`src/verilog/desf_consts.vh`:
```
// Register map, field positions, reset values and limits of the error word.
`ifndef DESF_CONSTS_VH
`define DESF_CONSTS_VH

// Register indices; the byte address on the bus is four times the index.
`define DESF_IDX_UV_CFG 8'h17
`define DESF_IDX_TEMP 8'h1d
`define DESF_IDX_TEMP_LIM 8'h1f
`define DESF_IDX_ERR 8'h23
`define DESF_IDX_VARIANT 8'h40
`define DESF_IDX_IRQ_STAT 8'h41
`define DESF_IDX_IRQ_MASK 8'h42

// Bit positions inside the error word.
`define DESF_BIT_TEMP 8
`define DESF_BIT_UV 9
`define DESF_BIT_UV_LIVE 10
`define DESF_BIT_OV 11
`define DESF_BIT_PEAK 12
`define DESF_BIT_SPEED 13
`define DESF_BIT_PLIM_OVR 14
`define DESF_BIT_ENC 15
`define DESF_BIT_FILT 16
`define DESF_BIT_SUPPLY 17

// Variant register fields.
`define DESF_VAR_OV_LSB 0
`define DESF_VAR_SPEED 2
`define DESF_VAR_SUPPLY 3

// Reset values.
`define DESF_RST_ERR 32'h00000000
`define DESF_RST_TEMP_LIM 16'h0050
`define DESF_RST_UV_CFG 1'b0
`define DESF_RST_VARIANT 4'h0
`define DESF_RST_IRQ_MASK 10'h000

// Limits in volts and RPM, and the speed average length.
`define DESF_UV_VOLTS 80
`define DESF_OV_VOLTS_A 450
`define DESF_OV_VOLTS_B 1000
`define DESF_OV_VOLTS_C 63
`define DESF_SPEED_RPM_A 3600
`define DESF_SPEED_RPM_B 4300
`define DESF_SUPPLY_VOLTS_A 12
`define DESF_SUPPLY_VOLTS_B 9
`define DESF_AVG_SAMPLES 16
`define DESF_AVG_SHIFT 4

// Timing: clock rate and the under-voltage release hold time.
`define DESF_CLK_HZ 50000000
`define DESF_UV_HOLD_MS 1000

`endif

```
`src/verilog/desf_top.v`:
```
// Drive error and status word, bits 8 to 17, with APB access and interrupt.
//
// The APB slave port was left to the implementer.
`timescale 1ns/10ps
`include "desf_consts.vh"
module desf_top #(
	parameter VW = 11,
	parameter SPW = 16,
	parameter UV_HOLD_CYCLES = `DESF_UV_HOLD_MS * (`DESF_CLK_HZ / 1000)
) (
	input wire I_REF_CLK,
	input wire I_RST_N,
	input wire I_PSEL,
	input wire I_PENABLE,
	input wire I_PWRITE,
	input wire [11:0] I_PADDR,
	input wire [31:0] I_PWDATA,
	output wire O_PREADY,
	output reg [31:0] O_PRDATA,
	output reg O_PSLVERR,
	input wire [15:0] I_MEASURED_TEMPERATURE,
	input wire I_AC_MISSING,
	input wire [VW-1:0] I_DC_BUS_VOLTS,
	input wire [7:0] I_CTRL_SUPPLY_VOLTS,
	input wire I_PHASE_OVERCURRENT,
	input wire I_VEL_VALID,
	input wire [SPW-1:0] I_VEL_RPM,
	input wire I_ENCODER_FAULT,
	input wire I_POS_INSIDE_LIMITS,
	output wire O_POSITION_LIMIT_OVERRIDE,
	output wire O_UNDERVOLTAGE_LIVE_DETECT,
	output wire O_IRQ
);

	localparam SUMW = SPW + `DESF_AVG_SHIFT;
	// Integer forms first, then cut on purpose to the width they meet.
	localparam UV_THR_N = `DESF_UV_VOLTS;
	localparam UV_REL_N = `DESF_UV_VOLTS + (`DESF_UV_VOLTS / 4);
	localparam OV_A_N = `DESF_OV_VOLTS_A;
	localparam OV_B_N = `DESF_OV_VOLTS_B;
	localparam OV_C_N = `DESF_OV_VOLTS_C;
	localparam SPD_A_N = `DESF_SPEED_RPM_A * `DESF_AVG_SAMPLES;
	localparam SPD_B_N = `DESF_SPEED_RPM_B * `DESF_AVG_SAMPLES;
	localparam SUP_A_N = `DESF_SUPPLY_VOLTS_A;
	localparam SUP_B_N = `DESF_SUPPLY_VOLTS_B;
	localparam [VW-1:0] UV_THR = UV_THR_N[VW-1:0];
	localparam [VW:0] UV_REL = UV_REL_N[VW:0];
	localparam [VW-1:0] OV_A = OV_A_N[VW-1:0];
	localparam [VW-1:0] OV_B = OV_B_N[VW-1:0];
	localparam [VW-1:0] OV_C = OV_C_N[VW-1:0];
	localparam [SUMW-1:0] SPD_A = SPD_A_N[SUMW-1:0];
	localparam [SUMW-1:0] SPD_B = SPD_B_N[SUMW-1:0];
	localparam [7:0] SUP_A = SUP_A_N[7:0];
	localparam [7:0] SUP_B = SUP_B_N[7:0];
	localparam LO = `DESF_BIT_TEMP;
	localparam [31:0] RST_WORD = `DESF_RST_ERR >> LO;
	localparam [9:0] RST_FLAGS = RST_WORD[9:0];

	// Flags that software can clear with a write of one.
	localparam [9:0] CLEARABLE = 10'h02b;
	// Flags that only a reset removes.
	localparam [9:0] RESET_ONLY = 10'h294;

	function [11:0] byte_addr;
		input [7:0] idx;
		begin
			byte_addr = {2'b00, idx, 2'b00};
		end
	endfunction

	function hit;
		input [11:0] addr;
		input [7:0] idx;
		begin
			hit = (addr == byte_addr(idx));
		end
	endfunction

	// Bus decode.
	wire setup = I_PSEL & ~I_PENABLE;
	wire access = I_PSEL & I_PENABLE;
	wire wr = access & I_PWRITE;
	wire sel_uv = hit(I_PADDR, `DESF_IDX_UV_CFG);
	wire sel_temp = hit(I_PADDR, `DESF_IDX_TEMP);
	wire sel_tlim = hit(I_PADDR, `DESF_IDX_TEMP_LIM);
	wire sel_err = hit(I_PADDR, `DESF_IDX_ERR);
	wire sel_var = hit(I_PADDR, `DESF_IDX_VARIANT);
	wire sel_istat = hit(I_PADDR, `DESF_IDX_IRQ_STAT);
	wire sel_imask = hit(I_PADDR, `DESF_IDX_IRQ_MASK);
	wire mapped = sel_uv | sel_temp | sel_tlim | sel_err | sel_var |
		sel_istat | sel_imask;

	// Zero wait states: read data is captured in the setup cycle.
	assign O_PREADY = 1'b1;

	// Software-visible configuration.
	reg uv_cfg;
	reg [15:0] temp_limit;
	reg [3:0] variant;
	reg [9:0] irq_mask;
	reg [9:0] irq_status;

	// Error flags, bit 0 here is bit 8 of the word.
	reg [9:0] flags;
	reg [9:0] next_flags;
	reg plim_override;
	reg next_plim_override;

	always @(posedge I_REF_CLK or negedge I_RST_N) begin
		if (!I_RST_N) begin
			uv_cfg <= `DESF_RST_UV_CFG;
			temp_limit <= `DESF_RST_TEMP_LIM;
			variant <= `DESF_RST_VARIANT;
			irq_mask <= `DESF_RST_IRQ_MASK;
		end else if (wr) begin
			if (sel_uv) begin
				uv_cfg <= I_PWDATA[0];
			end
			if (sel_tlim) begin
				temp_limit <= I_PWDATA[15:0];
			end
			if (sel_var) begin
				variant <= I_PWDATA[3:0];
			end
			if (sel_imask) begin
				irq_mask <= I_PWDATA[9:0];
			end
		end
	end

	// Under-voltage condition with hysteresis on release.
	reg uv_cond;
	wire bus_low = (I_DC_BUS_VOLTS < UV_THR);
	wire bus_clear = ({1'b0, I_DC_BUS_VOLTS} >= UV_REL);
	wire uv_live;

	always @(posedge I_REF_CLK or negedge I_RST_N) begin
		if (!I_RST_N) begin
			uv_cond <= 1'b0;
		end else if (I_AC_MISSING | bus_low) begin
			uv_cond <= 1'b1;
		end else if (bus_clear) begin
			uv_cond <= 1'b0;
		end
	end

	desf_holdoff #(
		.HOLD_CYCLES(UV_HOLD_CYCLES),
		.CW(32)
	) u_uv_hold (
		.i_clk(I_REF_CLK),
		.i_rst_n(I_RST_N),
		.i_cond(uv_cond),
		.o_level(uv_live)
	);

	// Over-voltage limit by variant.
	reg [VW-1:0] ov_limit;
	always @* begin
		case (variant[`DESF_VAR_OV_LSB+1:`DESF_VAR_OV_LSB])
			2'h1: ov_limit = OV_B;
			2'h2: ov_limit = OV_C;
			default: ov_limit = OV_A;
		endcase
	end
	wire ov_now = (I_DC_BUS_VOLTS > ov_limit);

	// Sixteen-sample speed average kept as a running sum of magnitudes.
	wire [SPW-1:0] vel_hist [0:`DESF_AVG_SAMPLES-1];
	reg [SUMW-1:0] vel_sum;
	wire [SPW-1:0] vel_mag = I_VEL_RPM[SPW-1] ? (~I_VEL_RPM + 1'b1) :
		I_VEL_RPM;
	wire [SUMW-1:0] vel_oldest = {{`DESF_AVG_SHIFT{1'b0}},
		vel_hist[`DESF_AVG_SAMPLES-1]};
	wire [SUMW-1:0] vel_new = {{`DESF_AVG_SHIFT{1'b0}}, vel_mag};

	always @(posedge I_REF_CLK or negedge I_RST_N) begin
		if (!I_RST_N) begin
			vel_sum <= {SUMW{1'b0}};
		end else if (I_VEL_VALID) begin
			vel_sum <= vel_sum + vel_new - vel_oldest;
		end
	end

	genvar g;
	generate
		for (g = 0; g < `DESF_AVG_SAMPLES; g = g + 1) begin : g_hist
			reg [SPW-1:0] stage;
			wire [SPW-1:0] stage_in;
			if (g == 0) begin : g_head
				assign stage_in = vel_mag;
			end else begin : g_tail
				assign stage_in = vel_hist[g-1];
			end
			always @(posedge I_REF_CLK or negedge I_RST_N) begin
				if (!I_RST_N) begin
					stage <= {SPW{1'b0}};
				end else if (I_VEL_VALID) begin
					stage <= stage_in;
				end
			end
			assign vel_hist[g] = stage;
		end
	endgenerate

	// Comparing the sum against sixteen times the limit avoids a divider.
	wire [SUMW-1:0] speed_limit = variant[`DESF_VAR_SPEED] ? SPD_B : SPD_A;
	wire speed_now = (vel_sum > speed_limit);

	wire [7:0] sup_limit = variant[`DESF_VAR_SUPPLY] ? SUP_B : SUP_A;
	wire supply_now = (I_CTRL_SUPPLY_VOLTS < sup_limit);

	// Conditions in word order, bits 8 to 17.
	wire [9:0] cond;
	assign cond[0] = (I_MEASURED_TEMPERATURE > temp_limit);
	assign cond[1] = uv_cond & uv_cfg;
	assign cond[2] = 1'b0;
	assign cond[3] = ov_now;
	assign cond[4] = I_PHASE_OVERCURRENT;
	assign cond[5] = speed_now;
	assign cond[6] = 1'b0;
	assign cond[7] = I_ENCODER_FAULT;
	assign cond[8] = 1'b0;
	assign cond[9] = supply_now;

	wire err_wr = wr & sel_err;
	wire [9:0] clr = err_wr ? (I_PWDATA[17:8] & CLEARABLE) : 10'h000;

	// A new condition in the clearing cycle keeps the flag set.
	always @* begin
		next_flags = (flags & ~clr) | cond;
		next_flags[2] = 1'b0;
		next_flags[6] = 1'b0;
		next_flags[8] = 1'b0;
		next_flags = next_flags | (flags & RESET_ONLY);
	end

	always @* begin
		next_plim_override = plim_override;
		if (I_POS_INSIDE_LIMITS) begin
			next_plim_override = 1'b0;
		end
		if (err_wr) begin
			next_plim_override = I_PWDATA[`DESF_BIT_PLIM_OVR];
		end
	end

	always @(posedge I_REF_CLK or negedge I_RST_N) begin
		if (!I_RST_N) begin
			flags <= RST_FLAGS;
			plim_override <= 1'b0;
		end else begin
			flags <= next_flags;
			plim_override <= next_plim_override;
		end
	end

	assign O_POSITION_LIMIT_OVERRIDE = plim_override;
	assign O_UNDERVOLTAGE_LIVE_DETECT = uv_live;

	// Assembled word; bits 0 to 7 belong elsewhere and read as zero here.
	wire [31:0] err_word;
	assign err_word[7:0] = 8'h00;
	assign err_word[`DESF_BIT_TEMP] = flags[0];
	assign err_word[`DESF_BIT_UV] = flags[1];
	assign err_word[`DESF_BIT_UV_LIVE] = uv_live;
	assign err_word[`DESF_BIT_OV] = flags[3];
	assign err_word[`DESF_BIT_PEAK] = flags[4];
	assign err_word[`DESF_BIT_SPEED] = flags[5];
	assign err_word[`DESF_BIT_PLIM_OVR] = plim_override;
	assign err_word[`DESF_BIT_ENC] = flags[7];
	assign err_word[`DESF_BIT_FILT] = 1'b0;
	assign err_word[`DESF_BIT_SUPPLY] = flags[9];
	assign err_word[31:18] = 14'h0000;

	// Interrupt events: each flag rising, plus the live detect and the override rising.
	wire [9:0] shown = err_word[17:8];
	reg [9:0] shown_d;
	wire [9:0] events = shown & ~shown_d & ~10'h010 | (shown & ~shown_d &
		10'h010);
	wire [9:0] irq_clr = (wr & sel_istat) ? I_PWDATA[9:0] : 10'h000;

	always @(posedge I_REF_CLK or negedge I_RST_N) begin
		if (!I_RST_N) begin
			shown_d <= 10'h000;
			irq_status <= 10'h000;
		end else begin
			shown_d <= shown;
			irq_status <= (irq_status & ~irq_clr) | events;
		end
	end

	assign O_IRQ = |(irq_status & irq_mask);

	// Read mux.
	reg [31:0] rdata;
	always @* begin
		rdata = 32'h00000000;
		if (sel_uv) begin
			rdata[0] = uv_cfg;
		end
		if (sel_temp) begin
			rdata[15:0] = I_MEASURED_TEMPERATURE;
		end
		if (sel_tlim) begin
			rdata[15:0] = temp_limit;
		end
		if (sel_err) begin
			rdata = err_word;
		end
		if (sel_var) begin
			rdata[3:0] = variant;
		end
		if (sel_istat) begin
			rdata[9:0] = irq_status;
		end
		if (sel_imask) begin
			rdata[9:0] = irq_mask;
		end
	end

	always @(posedge I_REF_CLK or negedge I_RST_N) begin
		if (!I_RST_N) begin
			O_PRDATA <= 32'h00000000;
			O_PSLVERR <= 1'b0;
		end else if (setup) begin
			O_PRDATA <= I_PWRITE ? 32'h00000000 : rdata;
			O_PSLVERR <= ~mapped;
		end else if (!I_PSEL) begin
			O_PSLVERR <= 1'b0;
		end
	end

endmodule

```
`src/verilog/desf_holdoff.v`:
```
// Release delay: output follows a set condition, drops after a quiet time.
`timescale 1ns/10ps
module desf_holdoff #(
	parameter HOLD_CYCLES = 50000000,
	parameter CW = 26
) (
	input wire i_clk,
	input wire i_rst_n,
	input wire i_cond,
	output reg o_level
);

	reg [CW-1:0] quiet;

	// Any return of the condition restarts the full quiet period.
	always @(posedge i_clk or negedge i_rst_n) begin
		if (!i_rst_n) begin
			quiet <= {CW{1'b0}};
			o_level <= 1'b0;
		end else if (i_cond) begin
			quiet <= {CW{1'b0}};
			o_level <= 1'b1;
		end else if (o_level) begin
			if (quiet >= HOLD_CYCLES[CW-1:0] - 1'b1) begin
				o_level <= 1'b0;
				quiet <= {CW{1'b0}};
			end else begin
				quiet <= quiet + 1'b1;
			end
		end
	end

endmodule

```
`config.mk`:
```
export PLATFORM = sky130hd
export DESIGN_NAME = desf_top
export DESIGN_NICKNAME = d
export VERILOG_FILES = /design/src/verilog/desf_top.v /design/src/verilog/desf_holdoff.v
export VERILOG_INCLUDE_DIRS = /design/src /design/src/verilog
export SDC_FILE = /design/constraint.sdc
export NUM_CORES = 1
export LEC_CHECK = 0
export BUFFER_PORTS_ARGS = -buffer_cell sky130_fd_sc_hd__buf_4
export CORE_MARGIN = 3
export CORE_UTILIZATION = 51
export DETAILED_ROUTE_END_ITERATION = 10
export PLACE_DENSITY = 0.7
export RECOVER_POWER = 50
export REMOVE_ABC_BUFFERS = 1
export SLEW_MARGIN = 20
export SYNTH_ARGS = -nofsm -noshare
export SYNTH_HDL_FRONTEND = slang
export SYNTH_HIERARCHICAL = 1
export SYNTH_SLANG_ARGS = --single-unit
```
`constraint.sdc`:
```
create_clock -name I_REF_CLK -period 3.3 [get_ports I_REF_CLK]
set_input_delay 0.165 -clock I_REF_CLK [delete_from_list [all_inputs] [get_ports I_REF_CLK]]
set_output_delay 0.165 -clock I_REF_CLK [all_outputs]
set_load 0.02 [all_outputs]
```
# Yosys cells after proc, flatten, opt, wreduce, memory -nomap -nowiden
# Index checks and enable logic that the tools add are counted.
dict set report totals {
  regBits 404
  out_inout_bits 37
}
dict set report op_classes {
  add_sub_neg 4
  order_cmp 7
  eq_ne 10
  n_mux 26
  bitwise 27
  reduce_logical 8
}
# op count
set ops {}
lappend ops {{$mux 32} 3}
lappend ops {{$mux 16} 3}
lappend ops {{$and 10x10->10} 4}
lappend ops {{$eq 12x7->1 const B} 3}
lappend ops {{$eq 12x9->1 const B} 3}
lappend ops {{$mux 18} 2}
lappend ops {{$add 32x1->32 const B} 1}
lappend ops {{$ge 32x26->1 const B} 1}
lappend ops {{$mux 10} 3}
lappend ops {{$or 10x10->10} 3}
lappend ops {{$add 20x16->20} 1}
lappend ops {{$gt 20x17->1} 1}
lappend ops {{$not 10->10} 2}
lappend ops {{$pmux 10 s2} 1}
lappend ops {{$sub 20x16->20} 1}
lappend ops {{$mux 17} 1}
lappend ops {{$add 16x1->16 const B} 1}
lappend ops {{$gt 16x16->1} 1}
lappend ops {{$not 16->16} 1}
lappend ops {{$eq 12x8->1 const B} 1}
lappend ops {{$ge 11x7->1 const B} 1}
lappend ops {{$gt 11x11->1} 1}
lappend ops {{$lt 11x7->1 const B} 1}
lappend ops {{$mux 1} 10}
lappend ops {{other kinds (15)} 32}

# Depth between registers and ports, before layout
dict set report depth {
  word_depth 9
  mapped_depth 16
}

# Hierarchy
# The synthesis kept the hierarchy.
# mod n_inst cells_each area_each_um2 seq_area_each_um2
set by_module_without_submodules {}
lappend by_module_without_submodules {desf_top 1 1292 16284.4 8836.0}
lappend by_module_without_submodules {desf_holdoff 1 189 1775.5 825.8}

# Worst setup path after synthesis
# No wires, ideal clock.
dict set report synth_path {
  path_kind {input to register}
  from {in I_VEL_RPM[8]}
  to {reg vel_sum[16]}
  arrival_time_ns 3.559
  required_time_ns 3.162
  path_slack_ns -0.397
  path_stages 13
  path_buffers 0
  cell_sequence {or4_4 > or4_4 > o31ai_1 > xor2_1 > fa_1 > inv_1 > ha_1 > and3_1 > o2111a_1 > o31ai_1 > a311oi_1 > xnor2_1 > mux2i_1}
}
dict set report synth_via {
  elab_chain_cells 5
}
# item line
set synth_lines {}
lappend synth_lines {{start: declaration} desf_top.v:27} ;# input wire [SPW-1:0] I_VEL_RPM,
lappend synth_lines {{$not 16->16} desf_top.v:171} ;# wire [SPW-1:0] vel_mag = I_VEL_RPM[SPW-1] ? (~I_VEL_RPM + 1'b1) :
lappend synth_lines {{$add 16x1->16} desf_top.v:171}
lappend synth_lines {{$mux 16 (*)} desf_top.v:171}
lappend synth_lines {{$add 20x16->20 (*)} desf_top.v:181} ;# vel_sum <= vel_sum + vel_new - vel_oldest;
lappend synth_lines {{$sub 20x16->20 (*)} desf_top.v:181}
lappend synth_lines {{end signal: assignment} desf_top.v:179} ;# vel_sum <= {SUMW{1'b0}};
lappend synth_lines {{end signal: assignment} desf_top.v:181}
lappend synth_lines {{end: declaration} desf_top.v:170} ;# reg [SUMW-1:0] vel_sum;
# Every way passes the cells marked *; elsewhere a longest branch is shown, timed or not.
# A chain may end at the register's enable or synchronous reset.

# Final worst setup path
dict set report layout_path {
  from {in I_VEL_RPM[8]}
  to {reg vel_sum[19]}
}
# Same word-level chain as after synthesis.

==> impl_metrics.py <==
metrics = {
    "logic_synthesis": {
        "ys_types": 70,
        "syn_inst": 1481,
        "yosysWarnings": 6,
        "avgSynthCellArea_um2": 12.2,
        "synth_seq_cells": 386,
        "synth.area.mux_share_pct": 17.8,
        "synthFlopType": "dfrtp_1",
        "synth_top_family_by_area": "multiplexers",
        "synthArstFlopShare_pct": 100,
        "synth_area_um2": 18100,
        "yosys.area_share.simple_pct": 8.32,
        "yosysTopAreaCell": "dfrtp_1",
        "synth_area_leaders": "dfrtp_1 53%, mux2_2 17%, ha_1 4.3%",
        "synth-edff-count": 0,
        "synthAdderAreaFrac_pct": 6.07,
        "netlist.area_leader.share_pct": 53.2,
        "ys_seq_area_share_pct": 53.5,
        "synth_compound_area_share_pct": 9.42,
        "synth_xor_area_share_pct": 0.824,
    },
    "worst_setup_path": {
        "worst-r2r-cell-count": 10,
        "cp_common_cell": "or4_4",
        "cp.required_ns": 3.75,
        "worstPathArrival_ns": 3.82,
        "crit_path_end_kind": "flip-flop",
        "cp-start-kind": "primary input",
        "worst_r2r_endpoint": "vel_sum[9]",
        "cp_slowest_stage_delay_ns": 0.57,
        "critPathBufInv": 2,
        "cp_cell_sequence": "buf_6 > or4_4 > or4_4 > or4b_4 > fa_1 > inv_1 > ha_4 > nor2_2 > nor2b_1 > a21oi_2 > nand2_1 > or4_1 > nand3_1",
        "crit_family": "simple AND/OR/NAND/NOR gates",
        "critPathKind": "in2reg",
        "rrSetupSlack_ns": 0.30,
        "r2r-start": "vel_sum[2]",
        "slowest_stage": "or4_4",
        "cp_max_fo": 3,
    },
    "floorplan": {
        "die_width_um": 194,
        "pin_count": 142,
        "die_h_um": 194,
        "core_region_area_um2": 34700,
        "start_util_pct": 52.0,
        "die_area_um2": 37700,
        "rows": 68,
    },
    "routing": {
        "post_drt_wl_per_cell_um": 16.6,
        "drt-initial-drc-count": 696,
        "drt_wl_total_um": 36100,
        "ant_nets": 0,
        "drc": 0,
        "vias": 12000,
        "vias_per_cell": 5.52,
        "drtPass1Iterations": 8,
    },
    "finish": {
        "nets": 1868,
        "syn_to_final_growth_pct": 19.2,
        "seq_area_um2": 9660,
        "fillCellCount": 2737,
        "drive_gt1_share_pct": 31.8,
        "final_cell_mix": "384 x dfrtp_1, 271 x mux2_2, 166 x buf_4",
        "final_cells": 2171,
        "diodes": 0,
        "multi_input_area_um2": 7810,
        "layout_commonest_cell": "dfrtp_1",
    },
    "sta": {
        "setup_viol": 2,
        "max_freq_mhz": 297,
        "finalHoldViolCount": 0,
        "fin_setup_tns_ns": -0.106,
        "relSlewSlack_pct": -52.3,
        "setup_ws_ns": -0.0642,
        "clock_skew_ns": 0.0123,
        "slew_viol_final": 86,
        "finalCriticalPeriod_ns": 3.36,
        "post-route-period-util_pct": 102,
        "tightest_slew_ns": 2.29,
        "rsz0062_at_grt": "true",
    },
    "power_and_ir_drop": {
        "clockPowerShare_pct": 26.1,
        "switchingPower_mw": 5.52,
        "power.density_nw_per_um2": 825,
        "switching_share_pct": 31.1,
        "p_leak_nw": 9.74,
        "p_seq_share_pct": 38.5,
        "combinationalPowerShare_pct": 35.4,
        "intPower_mw": 12.2,
        "ir_drop_mv": 0.560,
    },
    "worst_hold_path": {
        "hold_class": "in2reg",
        "worstHoldStart": "I_VEL_RPM[14]",
        "worstHoldPathCells": 3,
        "hold_end": "g_hist[0].stage[14]",
    },
    "place": {
        "dpl.cell_count": 2056,
        "io_buffers": 109,
        "place_hpwl_um": 24400,
        "finalWeightedCongestion": 0.883,
    },
    "outcome": {
        "violations": "capacitance limit, slew limit, setup timing",
        "status": "complete, but fails checks",
    },
    "clock_tree": {
        "root_buffer": "clkbuf_16",
        "cts.clk_slew.worst_paths_ns": 0.06,
        "clk_latency_ns": 0.53,
        "ctsLongestPathBuffers": 3,
        "cts_num_sinks": 386,
        "cts_buffers": 41,
        "cts_htree_levels": 2,
        "tritoncts": "done",
    },
    "run": {
        "drv_cap": 1,
    },
    "grt": {
        "grt_use_total_pct": 19.0,
        "grt_max_degree": 121,
        "grt_remaining_overflow": 0,
        "first_global_vias": 12200,
        "grt_pass1_wl_um": 61100,
        "antenna_found_initial": 0,
    },
}
## metrics by stage
| stage | hold slack (ns) | cell area [µm²] | utilization (%) | worst slack, ns | total power, mW |
|---|---|---|---|---|---|
| 4_1_cts | 0.000792 | 21500 | 61.9 | 0.000755 | 17.6 |
| 3_5_place_dp | 0.238 | 19700 | 56.9 | -0.621 | 12.8 |
| 6_report | 0.0118 | 21500 | 62.0 | -0.0642 | 17.8 |
| 3_3_place_gp | 0.233 | 19700 | 56.9 | -0.538 | 12.6 |
| 2_1_floorplan | -0.131 | 17700 | - | -0.385 | 10.7 |
| 5_1_grt | 0.0355 | 21500 | 62.0 | -0.168 | 19.1 |
## cells by family after synthesis
family,after synthesis
compound gates,255
xor+xnor,17
fa+ha+maj,78
buf+inv,167
flops,386
mux,288
other cells,2
simple gates,288
## state kept, by name (all words and copies together), names as in the netlist, 4 cells and up
signal           cells
O_PRDATA            17
flags                7
g_hist.stage       240
g_hist.stage_in     16
irq_mask            10
irq_status          10
shown_d              9
temp_limit          16
u_uv_hold/quiet     32
variant              4
vel_sum             20
## tightest hold or removal path, cell delays in order
cell     delay [ns]
buf_4          0.10
xor2_1         0.09
o21ai_0        0.15
## power by group through the flow
stage	Sequential, mW	Combinational [mW]	Clock, mW
floorplan	6.65	4.00	0
global placement	6.87	5.68	0
detailed placement	6.93	5.87	0
CTS	6.87	5.98	4.76
global route	7.04	7.07	4.95
finish	6.84	6.29	4.63
## how the worst max path moves through the flow
stage,start,end,cells past startpoint
finish,I_VEL_RPM[8],vel_sum[19],13
floorplan,I_VEL_RPM[8],vel_sum[16],13
global route,I_VEL_RPM[8],vel_sum[18],15
CTS,I_VEL_RPM[8],vel_sum[16],15
global placement,I_VEL_RPM[8],vel_sum[16],15
detailed placement,I_VEL_RPM[8],vel_sum[16],15
## routing by layer
layer	wire [µm]	up-vias	global-route usage, %
met5	0	-	0
met3	2120	70	3.32
met4	819	0	5.05
li1	-	5690	-
met1	16300	5893	26.7
met2	16800	321	31.0
## Yosys cell counts (5+ instances only)
cell type,count
clkbuf_1,46
xor2_1,12
xnor2_1,5
and3_1,9
a31oi_1,21
mux2i_1,17
a22o_1,17
o21a_1,6
fa_1,16
a21boi_0,7
nand2b_1,13
o211ai_1,12
dfrtp_1,384
nand2_1,83
a21oi_1,59
a222oi_1,8
buf_4,16
nand4_1,19
or4_1,5
nor2_1,48
nor3_1,15
nand3_1,29
a21o_1,14
inv_1,93
mux2_2,271
a221oi_1,7
ha_1,62
nor4_1,8
a22oi_1,7
o21ai_0,55
and2_1,12
o31ai_1,12
or3_1,7
nor2b_1,9
## area by class of cell
type / instances / share of cell area, %
flip-flops and latches: 386 / 44.9
multi-input cells: 942 / 36.3
repair buffers: 220 / 8.19
clock buffers: 61 / 5.68
well taps: 455 / 2.64
inverters: 94 / 1.64
clock inverters: 13 / 0.703
## repair_timing
action | 4_1_cts | 5_1_grt
endpoints found under the hold margin | 135 | 0
setup endpoints to repair | 2 | 3
pin swaps | 2 | 11
hold buffers | 35 | 0
resized for setup | 3 | 15
setup buffers | 1 | 5
cloned | 0 | 0
No activity file was read; power rests on OpenSTA's default activity.
